**src/pkg/pamt_regs.vh**
```
// Purpose: constants for the page attribute memory type resolver
// Assumes: memory type codes are 8 bits wide in each table field
// Notes:   derived type codes above 8'h07 are internal result codes
`ifndef PAMT_REGS_VH
`define PAMT_REGS_VH

`define PAMT_TABLE_ADDR     32'h0000_0277
`define PAMT_FIELD_W        8
`define PAMT_FIELD_CNT      8
`define PAMT_FEATURE_BIT    16
`define PAMT_SMALL_ATTR_BIT 7
`define PAMT_LARGE_ATTR_BIT 12
`define PAMT_CD_BIT         4
`define PAMT_WT_BIT         3
`define PAMT_TABLE_RESET    64'h0000_0000_0000_0000
`define PAMT_RDATA_IDLE     64'h0000_0000_0000_0000
`define PAMT_FLAG_ONE       32'h0000_0001

// memory type codes held in the table and range registers
`define PAMT_UC             8'h00
`define PAMT_WC             8'h01
`define PAMT_WT             8'h04
`define PAMT_WP             8'h05
`define PAMT_WB             8'h06
`define PAMT_UCM            8'h07

// effective and final result codes, 4 bits
`define PAMT_R_UC           4'h0
`define PAMT_R_WC           4'h1
`define PAMT_R_WT           4'h4
`define PAMT_R_WP           4'h5
`define PAMT_R_WB           4'h6
`define PAMT_R_CD           4'h8
`define PAMT_R_UC_RANGE     4'h9
`define PAMT_R_UNCACHEABLE_PAGE      4'hA

`endif

```
**src/hw/pamt_field_check.v**
```verilog
// Purpose: flags an undefined memory type code in one table field
// Assumes: uncacheable_minus code is accepted as a page type
// Notes:   instantiated once per field of the table
`timescale 1ns/1ps
`include "pamt_regs.vh"

module pamt_field_check
(
	code,
	bad
);
	input  wire [7:0] code;
	output wire       bad;

	// only the five standard codes plus uncacheable_minus are legal
	assign bad = !((code == `PAMT_UC) || (code == `PAMT_WC) ||
		(code == `PAMT_WT) || (code == `PAMT_WP) ||
		(code == `PAMT_WB) || (code == `PAMT_UCM));
endmodule

```
**src/hw/pamt_resolver.v**
```verilog
// Purpose: page attribute table register and memory type resolution
// Assumes: register port is a model-specific register read/write port
// Notes:   result is registered, one cycle after the lookup inputs
// Function
// - table is one 64-bit register at address 277h
// - eight 8-bit fields, each a memory type code
// - write with undefined code is dropped and raises general protection
// - feature flag bit 16 reports table support
// - index is attr bit, cache-off bit, write-thru bit; attr bit 12 only, bit 7 never indexes
// - page type comes from the selected field, not the entry bits
// - extension on or small directory: 2-bit index, fields 0 to 3
// - page write-combining wins; page writeback passes range type
// - writethrough and write-protect page combos per range type
// - uncacheable_minus with range UC gives uncacheable_range, no probe
// - uncacheable_minus with other ranges gives uncacheable_page, probe
// - reserved combinations give cache_disabled
// - force_cache_off outputs cache_disabled, range type ignored
// - force_cache_off from four causes
// - read mem, write io: WT or WB become cache_disabled
// - write mem, read io: WT, WP, WB become cache_disabled
// - both io: WB becomes WT
// - codes 00,01,04,05,06,07 defined; others undefined
`timescale 1ns/1ps
`include "pamt_regs.vh"

module pamt_resolver
(
	clk,
	rstn,
	msr_addr,
	msr_wr,
	msr_rd,
	msr_wdata,
	msr_rdata,
	msr_hit,
	general_protection,
	feature_flags,
	lookup_valid,
	page_entry,
	large_page,
	phys_addr_extension,
	range_type,
	read_to_memory,
	write_to_memory,
	control_cache_off_bit,
	tlb_cache_off,
	clean_victim_wb,
	local_intc_access,
	final_valid,
	final_type,
	probe_caches,
	force_cache_off
);
	input  wire        clk;
	input  wire        rstn;
	input  wire [31:0] msr_addr;
	input  wire        msr_wr;
	input  wire        msr_rd;
	input  wire [63:0] msr_wdata;
	output reg  [63:0] msr_rdata;
	output wire        msr_hit;
	output reg         general_protection;
	output wire [31:0] feature_flags;
	input  wire        lookup_valid;
	input  wire [12:0] page_entry;
	input  wire        large_page;
	input  wire        phys_addr_extension;
	input  wire [7:0]  range_type;
	input  wire        read_to_memory;
	input  wire        write_to_memory;
	input  wire        control_cache_off_bit;
	input  wire        tlb_cache_off;
	input  wire        clean_victim_wb;
	input  wire        local_intc_access;
	output reg         final_valid;
	output reg  [3:0]  final_type;
	output reg         probe_caches;
	output wire        force_cache_off;

	reg  [63:0] page_attr_table;
	wire [7:0]  bad_field;
	wire        write_bad;
	reg  [2:0]  field_sel;
	reg  [7:0]  page_type;
	reg  [3:0]  eff_type;
	reg  [3:0]  next_final;
	wire        attr_index_bit;
	wire        page_cache_off_bit;
	wire        page_write_thru_bit;
	wire        short_index;

	assign msr_hit = (msr_addr == `PAMT_TABLE_ADDR);

	// one checker per field of the incoming write
	genvar gi;
	generate
		for (gi = 0; gi < `PAMT_FIELD_CNT; gi = gi + 1)
		begin : g_chk
			pamt_field_check u_chk
			(
				.code (msr_wdata[gi*`PAMT_FIELD_W +: `PAMT_FIELD_W]),
				.bad  (bad_field[gi])
			);
		end
	endgenerate

	assign write_bad = |bad_field;

	// table write; an illegal write leaves the table untouched
	always @(posedge clk)
	begin
		if (!rstn)
		begin
			page_attr_table    <= `PAMT_TABLE_RESET;
			general_protection <= 1'b0;
		end
		else
		begin
			// fault pulses one cycle, table keeps its old value
			general_protection <= msr_wr && msr_hit && write_bad;
			if (msr_wr && msr_hit && !write_bad)
			begin
				page_attr_table <= msr_wdata;
			end
		end
	end

	// read data registered; unmapped address reads zero
	always @(posedge clk)
	begin
		if (!rstn)
		begin
			msr_rdata <= `PAMT_RDATA_IDLE;
		end
		else if (msr_rd && msr_hit)
		begin
			msr_rdata <= page_attr_table;
		end
		else
		begin
			// zero when idle so a stale table never shows on the bus
			msr_rdata <= `PAMT_RDATA_IDLE;
		end
	end

	// only the table support flag is owned here
	assign feature_flags = `PAMT_FLAG_ONE << `PAMT_FEATURE_BIT;

	// attribute index bit sits at bit 7 or bit 12 by page size
	assign attr_index_bit = large_page ? page_entry[`PAMT_LARGE_ATTR_BIT]
		: page_entry[`PAMT_SMALL_ATTR_BIT];
	assign page_cache_off_bit  = page_entry[`PAMT_CD_BIT];
	assign page_write_thru_bit = page_entry[`PAMT_WT_BIT];

	// a small page directory bit 7 is the size bit, so it must not index
	assign short_index = phys_addr_extension || !large_page;

	// field select and page type lookup
	always @*
	begin
		if (short_index)
		begin
			// upper half of the table is unreachable in this mode
			field_sel = {1'b0, page_cache_off_bit,
				page_write_thru_bit};
		end
		else
		begin
			field_sel = {attr_index_bit, page_cache_off_bit,
				page_write_thru_bit};
		end
		page_type = page_attr_table[field_sel*`PAMT_FIELD_W +:
			`PAMT_FIELD_W];
	end

	// any single cause forces the cache off
	assign force_cache_off = control_cache_off_bit || tlb_cache_off ||
		clean_victim_wb || local_intc_access;

	// page type combined with range type
	always @*
	begin
		eff_type = `PAMT_R_CD;
		case (page_type)
			`PAMT_WC:
			begin
				// write-combining page overrides any range type
				eff_type = `PAMT_R_WC;
			end

			`PAMT_WB:
			begin
				// writeback page leaves the range type in charge
				case (range_type)
					`PAMT_WB:
					begin
						eff_type = `PAMT_R_WB;
					end
					`PAMT_UC:
					begin
						eff_type = `PAMT_R_UC;
					end
					`PAMT_WC:
					begin
						eff_type = `PAMT_R_WC;
					end
					`PAMT_WT:
					begin
						eff_type = `PAMT_R_WT;
					end
					`PAMT_WP:
					begin
						eff_type = `PAMT_R_WP;
					end
					default:
					begin
						eff_type = `PAMT_R_CD;
					end
				endcase
			end

			`PAMT_WT:
			begin
				// combining or protect ranges cannot be honoured here
				case (range_type)
					`PAMT_WB:
					begin
						eff_type = `PAMT_R_WT;
					end
					`PAMT_WT:
					begin
						eff_type = `PAMT_R_WT;
					end
					`PAMT_UC:
					begin
						eff_type = `PAMT_R_UC;
					end
					default:
					begin
						eff_type = `PAMT_R_CD;
					end
				endcase
			end

			`PAMT_WP:
			begin
				// uncacheable range keeps its no-probe marking
				case (range_type)
					`PAMT_WB:
					begin
						eff_type = `PAMT_R_WP;
					end
					`PAMT_WP:
					begin
						eff_type = `PAMT_R_WP;
					end
					`PAMT_UC:
					begin
						eff_type = `PAMT_R_UC_RANGE;
					end
					default:
					begin
						eff_type = `PAMT_R_CD;
					end
				endcase
			end

			`PAMT_UCM, `PAMT_UC:
			begin
				// page-sourced uncacheable may alias, range-sourced cannot
				case (range_type)
					`PAMT_UC:
					begin
						eff_type = `PAMT_R_UC_RANGE;
					end
					`PAMT_WB, `PAMT_WT, `PAMT_WP, `PAMT_WC:
					begin
						eff_type = `PAMT_R_UNCACHEABLE_PAGE;
					end
					default:
					begin
						eff_type = `PAMT_R_CD;
					end
				endcase
			end

			default:
			begin
				eff_type = `PAMT_R_CD;
			end
		endcase
	end

	// read/write target adjustment, force wins over everything
	always @*
	begin
		next_final = eff_type;
		if (force_cache_off)
		begin
			next_final = `PAMT_R_CD;
		end
		else if (read_to_memory && !write_to_memory)
		begin
			// cached lines cannot be written back to io
			if (eff_type == `PAMT_R_WT || eff_type == `PAMT_R_WB)
			begin
				next_final = `PAMT_R_CD;
			end
		end
		else if (!read_to_memory && write_to_memory)
		begin
			// reads from io cannot fill a cached line
			if (eff_type == `PAMT_R_WT || eff_type == `PAMT_R_WP ||
				eff_type == `PAMT_R_WB)
			begin
				next_final = `PAMT_R_CD;
			end
		end
		else if (!read_to_memory && !write_to_memory)
		begin
			// io lines may be cached but must never go dirty
			if (eff_type == `PAMT_R_WB)
			begin
				next_final = `PAMT_R_WT;
			end
		end
	end

	// result registered for the cache and bus side
	always @(posedge clk)
	begin
		if (!rstn)
		begin
			final_valid  <= 1'b0;
			final_type   <= `PAMT_R_CD;
			probe_caches <= 1'b0;
		end
		else
		begin
			final_valid  <= lookup_valid;
			final_type   <= next_final;
			// range-sourced uncacheable skips the probe for speed
			probe_caches <= (next_final != `PAMT_R_UC_RANGE);
		end
	end
endmodule

```
**config.mk**
```make
export PLATFORM = sky130hd
export DESIGN_NAME = pamt_resolver
export DESIGN_NICKNAME = d
export VERILOG_FILES = /design/src/hw/pamt_field_check.v /design/src/hw/pamt_resolver.v
export VERILOG_INCLUDE_DIRS = /design/src /design/src/pkg
export SDC_FILE = /design/constraint.sdc
export NUM_CORES = 1
export LEC_CHECK = 0
export BUFFER_PORTS_ARGS = -buffer_cell sky130_fd_sc_hd__buf_2
export CAP_MARGIN = 25
export CORE_MARGIN = 4
export CORE_UTILIZATION = 24
export CTS_CLUSTER_SIZE = 12
export DETAILED_ROUTE_END_ITERATION = 16
export HOLD_SLACK_MARGIN = 0.08
export PLACE_DENSITY_LB_ADDON = 0.2
export SYNTH_ARGS = -nofsm -noshare
export SYNTH_HDL_FRONTEND = slang
export SYNTH_HIERARCHICAL = 1
export SYNTH_SLANG_ARGS = --single-unit
export TNS_END_PERCENT = 5
```
**constraint.sdc**
```tcl
create_clock -name clk -period 2.5 [get_ports clk]
set_input_delay 0.25 -clock clk [delete_from_list [all_inputs] [get_ports clk]]
set_output_delay 0.25 -clock clk [all_outputs]
set_load 0.005 [all_outputs]
```
==> results of run 1 <==
critical path: stages:
cell           delay, ns
dlygate4sd3_1       0.54
buf_2               0.13
nor3_2              0.18
nand3_1             0.13
or4_1               0.53
nor2_2              0.16
and3_2              0.27
buf_12              0.20
nand2_1             0.08
a21boi_0            0.16
cells by family (layout without fill, tap and decap cells):
family                 Yosys count  in the layout  share of synthesized area, %
other                            2             32                         0.135
muxes                           17             17                          5.99
DFF                            135            135                          48.5
buffers and inverters           70            278                          7.20
AOI/OAI and AO/OA               87             87                          11.9
and+or+nand+nor                285            285                          26.3
cells in the mapped netlist, types with 4 or more instances:
library cell    n  share of area (%)
nor3_1          7               0.63
clkbuf_1       20                1.3
buf_1           5               0.34
mux4_2          6                2.4
nand2b_1        8               0.90
nand3_1        11               0.99
nor4_1         13                1.5
and2_1         61                6.8
nand2_1       134                9.0
a21boi_0       64                8.6
nor3_2          9                1.6
a21oi_1         7               0.63
a31oi_1         4               0.45
buf_4          32                4.3
nor2b_1         4               0.45
nor3b_1         6               0.81
dfxtp_1       135                 48
inv_1           8               0.54
mux4_1          5                2.4
nor2_1         17                1.1
placed cells by master (no fill, tap or decap), types with 7 or more instances in the layout:
master / n
nand2b_1: 8
a21boi_0: 64
and2_1: 61
nor3_2: 9
nor2_1: 15
dlygate4sd3_1: 12
clkbuf_16: 17
buf_4: 30
buf_2: 192
nor3_1: 7
inv_1: 8
nor4_1: 13
a21oi_1: 7
nand2_1: 134
conb_1: 32
nand3_1: 10
dfxtp_1: 135
worst max-delay path by stage:
stage	start	end	slack (ns)	depth (start not counted)
floorplan	page_entry[3]	final_type[1]	0.29	8
global placement	page_entry[4]	final_type[1]	0.04	8
detailed placement	page_entry[4]	final_type[1]	0.04	8
CTS	msr_wdata[31]	page_attr_table[3]	0.14	10
global route	msr_wdata[31]	page_attr_table[63]	0.005	10
finish	msr_wdata[31]	page_attr_table[48]	0.19	10
through the flow:
step	hold slack, ns	total power, µW	utilization, %
final	0.103	4900	33.8
after floorplan	0.377	2320	-
after CTS	0.0803	4990	33.8
after global routing	0.0822	5110	33.8
after detailed placement	0.469	2430	30.7
after global placement	0.462	2430	30.7
power breakdown:
group | switching (µW) | internal [µW]
Clock | 952 | 1550
Combinational | 120 | 123
Sequential | 0.266 | 2150
registers in the layout, indices dropped and copies added (netlist names):
register            flops
msr_rdata              64
page_attr_table        64
final_type              4
final_valid             1
general_protection      1
probe_caches            1
layer usage:
metal  vias up  wire, µm  GRT usage (%)
met5         -        40              0
met4         6       194           3.99
met3        17      1310           4.93
met2       167      8490           23.0
met1      2202      7840           17.0
li1       2398         -              -
area by class of cell:
type                    instances  area share, %
repair buffers                238           18.0
inverters                       8          0.390
clock buffers                  22           6.15
clock inverters                10           1.57
flip-flops and latches        135           35.1
well taps                     313           5.08
multi-input cells             421           33.8
repair_timing:
action / 4_1_cts / 5_1_grt
gates resized for setup: 0 / 1
hold buffers: 12 / 0
endpoints found under the hold margin: 12 / 0
setup endpoints to repair: 0 / 8
==> results by group, run 1 <==
Run status
  • Status: complete, no violations

Timing
  • Final Hold Vio Count: 0
  • TNS Setup: 0 ns
  • Slew Viols, Final: 0
  • Period utilization: 92.3%
  • Setup violators final: 0
  • Actual slew at the worst max-slew pin: 0.498 ns
  • Fin crit period: 2.31 ns
  • RSZ-0062 raised after global routing: false
  • Fmax achieved: 433 MHz
  • Setup Skew: 0.0110 ns
  • Setup ws final: 0.192 ns
  • Rel. slew slack: 66.5%

Setup path
  • Worst Reg2Reg Path Length in Cells: 7
  • CP Launch Type: input pin
  • Worst Path Arrival: 2.64 ns
  • Crit end category: flop
  • Required time of the critical path: 2.83 ns
  • Worst r2r dst: final_type[1]
  • R2r setup slk: 0.23 ns
  • Critical path peak fanout: 32
  • Critical path type: input pin to flop
  • R2r startpoint: page_attr_table[26]

Clock network
  • Post-CTS Setup Repair Bufs: 0
  • Clk sinks: 135
  • Htree depth: 4
  • Clk_lat worst skew: 0.42 ns
  • CTS Root Buffer Type: clkbuf_16
  • Number of CTS-inserted buffers: 17
  • CTS tree: yes
  • Clock slew at reported path FFs: 0.06 ns
  • CTS max path bufs: 2

Hold path
  • Worst hold stages: 3
  • Hold Crit Class: input pin to flop
  • Hold path endpoint: page_attr_table[52]
  • Min-delay src: msr_wdata[52]

Routing
  • Wirelength per Cell: 15.6 µm
  • Detail Route Antenna Nets: 0
  • Drt drc: 0
  • Vias: 4,790
  • First-pass iteration count of the detailed router: 4
  • 1st-iter DRT viols: 188
  • Via density per instance: 4.18
  • Final WL: 17,900 µm

GRT
  • Gr usage total: 13.8%
  • Gr ovfl total: 0
  • First-pass GRT wire length: 27,600 µm
  • Vias in the first global route: 4,877
  • Initial antenna violation count: 3
  • Largest net degree at the start of global routing: 39

Place
  • Dpl hpwl: 13,700 µm
  • Routability Congestion: 0.797
  • IO Port Bufs: 192
  • Cells after DPL: 1,103
  • Setup WS pre-CTS: 0.0405 ns
  • Post-DP Area: 6990 µm²

Synthesis
  • Mapped Area: 5580 µm²
  • Avg Inst Size Synth: 9.36 µm²
  • Async S/R FF share, synth: 0%
  • Yosys cell types: 47
  • Register area share after synthesis: 48.5%
  • Most common flop cell mapped by yosys: dfxtp_1
  • Synth Warn #: 6
  • Seq cells post-synth: 135
  • Post-synth EDFFs: 0
  • Mapped Cells: 596

Finish
  • Finished Cell Area: 7710 µm²
  • Layout cell share with drive strength beyond 1: 34.3%
  • FF+latch area: 2700 µm²
  • Antenna cells: 0
  • Area of the multi-input gates: 2600 µm²
  • Final net count: 951
  • Fill count: 2,413
  • Area grow syn2layout: 38.2%
  • Fin cells: 1,147

Die
  • Full die area: 25,700 µm²
  • Die Wd: 160 µm
  • Chip height: 160 µm
  • Initial Util: 24.5%
  • Row count: 55
  • Core ar.: 22,800 µm²
  • IO Pins: 235

Run
  • Max cap viols: 0

Power and ir drop
  • Power Density: 636 nW/µm²
  • Lkg Pwr: 0.00325 µW
  • Worst VDD drop: 303 µV
Power figures use the tool's default switching activity.
==> inputs of run 2 (changes only) <==
--- a/config.mk
+++ b/config.mk
@@ -9,7 +9,7 @@
 export BUFFER_PORTS_ARGS = -buffer_cell sky130_fd_sc_hd__buf_2
 export CAP_MARGIN = 25
 export CORE_MARGIN = 4
-export CORE_UTILIZATION = 24
+export CORE_UTILIZATION = 48
 export CTS_CLUSTER_SIZE = 12
 export DETAILED_ROUTE_END_ITERATION = 16
 export HOLD_SLACK_MARGIN = 0.08
==> constraint.sdc (replaced) <==
create_clock -name clk -period 2.4 [get_ports clk]
set_input_delay 0.24 -clock clk [delete_from_list [all_inputs] [get_ports clk]]
set_output_delay 0.24 -clock clk [all_outputs]
set_load 0.005 [all_outputs]
==> results by group, run 2 (same netlist as run 1, synthesis figures left out) <==
Run status
  • Status: complete, no violations

Timing
  • TNS Setup: 0 ns (unchanged)
  • Rel. slew slack: 64.5% (-2.0 points)
  • Setup ws final: 0.101 ns (-0.0911 ns)
  • Fmax achieved: 435 MHz
  • Final Hold Vio Count: 0 (unchanged)
  • Setup violators final: 0 (unchanged)
  • Slew Viols, Final: 0 (unchanged)
  • Actual slew at the worst max-slew pin: 0.528 ns (+0.0295 ns)
  • Period utilization: 95.8%
  • Setup Skew: 0.00906 ns (-0.00197 ns)
  • Fin crit period: 2.30 ns

Place
  • Dpl hpwl: 11,400 µm (-17%)
  • Setup WS pre-CTS: -0.0347 ns (-0.0752 ns)
  • Routability Congestion: 0.872 (+9.5%)
  • Post-DP Area: 6750 µm² (-3.4%)
  • IO Port Bufs: 192 (unchanged)

Power and ir drop
  • Lkg Pwr: 0.00321 µW (-1.2%)
  • Power Density: 706 nW/µm² (+11%)
  • Worst VDD drop: 393 µV (+30%)
  • Int Pwr: 4180 µW (+9.3%)
  • Comb pwr share: 4.4% (-0.6 points)
  • Sw Ratio: 20.2% (-1.7 points)
  • Sequential Power Share: 42.8% (-1.1 points)
  • Clock share of power: 52.8% (+1.7 points)
  • Switching power total: 1060 µW (-1.1%)

Clock network
  • Clk_lat worst skew: 0.41 ns (about the same)
  • Clock slew at reported path FFs: 0.06 ns (about the same)
  • CTS max path bufs: 2 (unchanged)
  • Number of CTS-inserted buffers: 17 (unchanged)
  • Htree depth: 4 (unchanged)
  • Clk sinks: 135 (unchanged)
  • CTS Root Buffer Type: clkbuf_16
  • CTS tree: yes

Setup path
  • Worst Path Arrival: 2.60 ns (-0.04 ns)
  • Required time of the critical path: 2.70 ns (-0.13 ns)
  • CP Launch Type: flop
  • Critical path type: flop to flop
  • Critical path peak fanout: 7 (-78%)
  • Crit end category: flop

Run
  • Max cap viols: 0 (unchanged)

GRT
  • Gr usage total: 21.8% (+8.0 points)
  • Vias in the first global route: 4,671 (-4.2%)
  • Largest net degree at the start of global routing: 35 (-10%)
  • Initial antenna violation count: 0 (-3)
  • Gr ovfl total: 0 (unchanged)
  • First-pass GRT wire length: 22,600 µm (-18%)

Finish
  • Antenna cells: 0 (unchanged)
  • Layout cell share with drive strength beyond 1: 34.5% (+0.22 points)
  • Finished Cell Area: 7430 µm² (-3.7%)
  • Most frequent cells in the layout: buf_2 (192), dfxtp_1 (135), nand2_1 (134)
  • Area of the multi-input gates: 2610 µm² (+0.14%)
  • Commonest non-fill, non-tap cell in the layout: buf_2
  • Fill count: 1,004 (-58%)
  • Final net count: 937 (-1.5%)
  • FF+latch area: 2700 µm² (unchanged)
  • Regs by FF count: msr_rdata (64), page_attr_table (64), final_type (4)
  • Area grow syn2layout: 33.2%

Die
  • Core ar.: 11,400 µm² (-50%)
  • Initial Util: 48.8% (+24 points)
  • Full die area: 13,400 µm² (-48%)
  • Die Wd: 116 µm (-28%)
  • Row count: 39 (-29%)
  • IO Pins: 235 (unchanged)
  • Chip height: 116 µm (-28%)

Routing
  • Wirelength per Cell: 15.4 µm (-1.4%)
  • 1st-iter DRT viols: 308 (+64%)
  • Detail Route Antenna Nets: 0 (unchanged)
  • Highest metal used: met4
  • Via density per instance: 4.98 (+19%)
  • First-pass iteration count of the detailed router: 4 (unchanged)
  • Drt drc: 0 (unchanged)
  • Final WL: 14,800 µm (-17%)
  • Vias: 4,796 (+0.13%)
  • Routed length on met3: 1290 µm (-1.5%)
  • Met2 wire length: 7110 µm (-16%)
  • Met1 wire length: 6230 µm (-21%)

Hold path
  • Hold Crit Class: input pin to flop
[run 2: cell types whose count changed in the layout (fill, tap and decap cells not counted), sizes merged]
cell,before,now
bufinv,2,4
clkinvlp,1,3
clkinv,7,3
dlygate4sd3,12,2
buf,226,222
clkbuf,22,21
inv,8,9
[run 2: worst max-delay path, stage by stage (launching register included)]
cell	delay [ns]
dfxtp_1	0.34
mux4_2	0.47
mux2_2	0.34
or2_4	0.27
nor4_4	0.25
or3_1	0.17
a221oi_2	0.06
nor4b_2	0.30
[run 2: power groups by stage]
stage / sequential (µW) / combinational [µW] / clock [µW]
6_report: 2240 / 232 / 2770
5_1_grt: 2240 / 257 / 2910
4_1_cts: 2240 / 231 / 2810
3_5_place_dp: 2290 / 226 / 0
3_3_place_gp: 2290 / 222 / 0
2_1_floorplan: 2290 / 124 / 0
[run 2: timing repair]
| action | CTS | global route |
|---|---|---|
| hold buffers | 2 | 0 |
| hold endpoints to repair | 2 | 0 |
| buffers inserted | 0 | 1 |
| resized for setup | 1 | 0 |
| endpoints found under the setup margin | 4 | 3 |
| pin swaps | 0 | 1 |
[run 2: final cells by class]
type	instances	share of cell area (%)
clock buffer	21	6.33
clock inverter	11	2.29
inverter	8	0.404
multi-input combinational	421	35.1
sequential	135	36.4
tap	143	2.41
timing repair buffer	224	17.1
[run 2: worst paths after layout]
check                                          from                   to  slack (ns)  cells after the start
worst max register to register  page_attr_table[18]        final_type[1]        0.10                      7
worst min-delay path                  msr_wdata[21]  page_attr_table[21]        0.09                      3
worst min register to register  page_attr_table[35]        msr_rdata[35]        0.47                      1
worst max-delay path            page_attr_table[18]        final_type[1]        0.10                      7
[run 2: metal layers]
metal / global-route usage [%] / vias up
met4: 5.88 / 0
met3: 6.32 / 12
li1: - / 2371
met2: 36.6 / 214
met1: 27.7 / 2199
met5: 0 / -
[run 2: stage by stage]
stage	total power (µW)	utilization [%]	std cells	hold slack, ns
floorplan	2420	-	626	0.367
global route	5410	65.0	963	0.0900
global placement	2510	59.1	928	0.452
detailed placement	2520	59.1	928	0.460
finish	5240	65.0	963	0.0945
CTS	5290	65.0	962	0.0822
==> inputs of run 3 (changes only) <==
--- a/config.mk
+++ b/config.mk
@@ -6,10 +6,12 @@
 export SDC_FILE = /design/constraint.sdc
 export NUM_CORES = 1
 export LEC_CHECK = 0
+export ABC_AREA = 1
 export BUFFER_PORTS_ARGS = -buffer_cell sky130_fd_sc_hd__buf_2
 export CAP_MARGIN = 25
+export CORE_ASPECT_RATIO = 0.7
 export CORE_MARGIN = 4
-export CORE_UTILIZATION = 48
+export CORE_UTILIZATION = 49
 export CTS_CLUSTER_SIZE = 12
 export DETAILED_ROUTE_END_ITERATION = 16
 export HOLD_SLACK_MARGIN = 0.08
==> results by group, run 3 <==
Hold path
  • Min-delay src: msr_wr
  • Hold path endpoint: general_protection
  • Hold Crit Class: input pin to flop
  • Worst hold stages: 3 (unchanged)

Setup path
  • Critical path type: flop to flop
  • Worst Path Arrival: 2.19 ns (-0.41 ns)
  • Critical path peak fanout: 12 (+5)
  • Worst r2r dst: final_type[1]
  • Slowest CP cell: dfxtp_1
  • R2r startpoint: page_attr_table[30]
  • CP Launch Type: flop
  • Worst Reg2Reg Path Length in Cells: 14 (+7)
  • Buf/Inv on CP: 1 (+1)
  • CP Cell Sequence: inv_1, nand2_1, nand3_1, nand2_1, nor2_1, nand3_1, nand2_2, nand2_2, o21bai_1, a21boi_2, nor2_1, o21ai_0, nand3_1, nor2_1
  • Required time of the critical path: 2.69 ns (about the same)
  • R2r setup slk: 0.50 ns (+0.40 ns)
  • Family with the most delay on the worst path: simple AND/OR/NAND/NOR gates
  • Crit end category: flop
  • Biggest cell delay along the critical path: 0.30 ns (-0.17 ns)

Clock network
  • Clock slew at reported path FFs: 0.06 ns (about the same)
  • CTS Root Buffer Type: clkbuf_16
  • Clk_lat worst skew: 0.41 ns (about the same)
  • Post-cts resize count: 0 (-1)
  • Post-CTS Setup Repair Bufs: 0 (unchanged)
  • Number of CTS-inserted buffers: 17 (unchanged)
  • CTS max path bufs: 2 (unchanged)
  • CTS tree: yes
  • Clk sinks: 135 (unchanged)
  • Htree depth: 4 (unchanged)
  • Hold_buf cts: 1 (-1)

Routing
  • Drt drc: 0 (unchanged)
  • Final WL: 15,800 µm (+6.7%)
  • Via density per instance: 4.76 (-4.4%)
  • First-pass iteration count of the detailed router: 7 (+3)
  • 1st-iter DRT viols: 390 (+27%)
  • Detail Route Antenna Nets: 0 (unchanged)
  • Vias: 5,595 (+17%)
  • Wirelength per Cell: 13.4 µm (-13%)

Finish
  • Final net count: 1,135 (+21%)
  • Finished Cell Area: 7450 µm² (+0.30%)
  • Layout cell share with drive strength beyond 1: 24.9% (-9.7 points)
  • Fin cells: 1,175 (+22%)
  • Regs by FF count: msr_rdata (64), page_attr_table (64), final_type (4)
  • Commonest non-fill, non-tap cell in the layout: buf_2
  • Most frequent cells in the layout: buf_2 (192), dfxtp_1 (135), nand2_1 (130)
  • Antenna cells: 0 (unchanged)
  • Area grow syn2layout: 26.1%

Synthesis
  • Most common flop cell mapped by yosys: dfxtp_1
  • Register area share after synthesis: 45.7% (-2.7 points)
  • Mapped Cells: 825 (+38%)
  • Commonest cells post-synth: dfxtp_1 (135), nand2_1 (130), inv_1 (116)
  • Post-synth EDFFs: 0 (unchanged)
  • Avg Inst Size Synth: 7.16 µm² (-23%)
  • Async S/R FF share, synth: 0% (unchanged)
  • Top cell type's share of synthesized area: 45.7% (-2.7 points)
  • Yosys cell types: 34 (-28%)
  • Mapped Area: 5910 µm² (+5.9%)
  • Post-synthesis cell type with the largest combined area: dfxtp_1
  • Synth Warn #: 6 (unchanged)
  • Area contributors post-synth: dfxtp_1 (46%), nand2_1 (8.3%), inv_1 (7.4%), nor2_1 (7.0%), a21oi_1 (5.8%)
  • Seq cells post-synth: 135 (unchanged)
  • Count leader, synth: dfxtp_1

GRT
  • Largest net degree at the start of global routing: 129 (+270%)
  • Gr ovfl total: 0 (unchanged)
  • First-pass GRT wire length: 25,500 µm (+13%)
  • Initial antenna violation count: 1 (+1)
  • Vias in the first global route: 5,122 (+9.7%)
  • Gr usage total: 22.4% (+0.57 points)

Timing
  • Setup ws final: 0.501 ns (+0.400 ns)
  • Actual slew at the worst max-slew pin: 0.620 ns (+0.0923 ns)
  • TNS Setup: 0 ns (unchanged)
  • Setup Skew: 0.00712 ns (-0.00194 ns)
  • Fmax achieved: 527 MHz (+21%)
  • Period utilization: 79.1% (-17 points)
  • Setup violators final: 0 (unchanged)
  • Final Hold Vio Count: 0 (unchanged)
  • Rel. slew slack: 58.3% (-6.2 points)
  • RSZ-0062 raised after global routing: false
  • Worst hold slack: 0.100 ns (+0.00571 ns)
  • Fin crit period: 1.90 ns (-0.400 ns)
  • Slew Viols, Final: 0 (unchanged)

Power and ir drop
  • Lkg Pwr: 0.00360 µW (+12%)
  • Power Density: 714 nW/µm² (+1.1%)
  • Worst VDD drop: 520 µV (+32%)

Place
  • Routability Congestion: 0.856 (-1.9%)
  • IO Port Bufs: 192 (unchanged)
  • Post-DP Area: 6820 µm² (+1.0%)
  • Cells after DPL: 1,142 (+23%)
  • Dpl hpwl: 11,400 µm (-0.27%)
  • Setup WS pre-CTS: 0.201 ns (+0.236 ns)

Die
  • Die Wd: 139 µm (+20%)
  • IO Pins: 235 (unchanged)
  • Chip height: 99.9 µm (-14%)
  • Core ar.: 11,800 µm² (+3.1%)
  • Row count: 33 (-15%)
  • Full die area: 13,900 µm² (+3.7%)
  • Initial Util: 50.2% (+1.4 points)

Run
  • Max cap viols: 0 (unchanged)

Run status
  • Status: complete, no violations
[run 3: changes by cell type in the layout (fill, tap and decap cells not counted), moves of 8 or more]
cell,previous run,this run
a21boi_0,64,0
nand4_1,1,13
buf_4,25,5
clkinv_1,0,16
a21oi_1,7,69
nand3_1,10,51
nor2_1,16,110
o21ai_0,1,67
inv_1,8,116
and2_1,61,1
nand2b_1,8,0
[run 3: worst max path at each step]
| stage | start | end | slack (ns) | cells after the start |
|---|---|---|---|---|
| 6_report | page_attr_table[30] | final_type[1] | 0.50 | 14 |
| 5_1_grt | page_attr_table[30] | final_type[2] | 0.22 | 14 |
| 4_1_cts | page_attr_table[39] | probe_caches | 0.51 | 15 |
| 3_5_place_dp | msr_wdata[44] | page_attr_table[8] | 0.20 | 11 |
| 3_3_place_gp | msr_wdata[44] | page_attr_table[17] | 0.23 | 11 |
| 2_1_floorplan | page_entry[4] | final_type[2] | 0.63 | 15 |
[run 3: kinds of logic (layout without fill, tap and decap cells)]
kind of cell	count (synthesis)	in the layout	synth area share (%)
buffers and inverters	203	366	16.2
AOI/OAI and AO/OA	141	141	12.2
DFF	135	135	45.7
other	2	32	0.127
and+or+nand+nor	344	344	25.7
[run 3: area by class of cell]
class                      count  area, µm²
fill                        1119       4320
sequential                   135       2700
multi-input combinational    517       2370
timing repair buffer         200       1050
inverter                     134        510
clock buffer                  17        425
tap                          157        196
clock inverter                15        191
[run 3: metrics by stage]
stage	power, µW	util, %
floorplan	2550	-
global placement	2660	58.0
detailed placement	2660	58.0
CTS	5350	63.3
global route	5510	63.3
finish	5320	63.3
[run 3: report_power, final]
group / switching (µW) / leakage [µW] / internal, µW
logic: 231 / 0.00221 / 147
registers: 0.404 / 0.00109 / 2240
clock network: 1030 / 0.000302 / 1660
total: 1260 / 0.00360 / 4050
[run 3: worst register-to-register path, cell delays in order (launching register included)]
cell and delay, ns:
dfxtp_1 0.30, inv_1 0.10, nand2_1 0.07, nand3_1 0.09, nand2_1 0.08, nor2_1 0.10
nand3_1 0.09, nand2_2 0.20, nand2_2 0.13, o21bai_1 0.17, a21boi_2 0.09, nor2_1 0.12
o21ai_0 0.10, nand3_1 0.09, nor2_1 0.05
[run 3: metal layers]
layer  vias up  track usage [%]  wire length, µm
met2       188             32.1             6550
li1       2892                -                -
met4         2             4.59               68
met3         7             5.62             1240
met5         -                0                7
met1      2506             34.1             7920
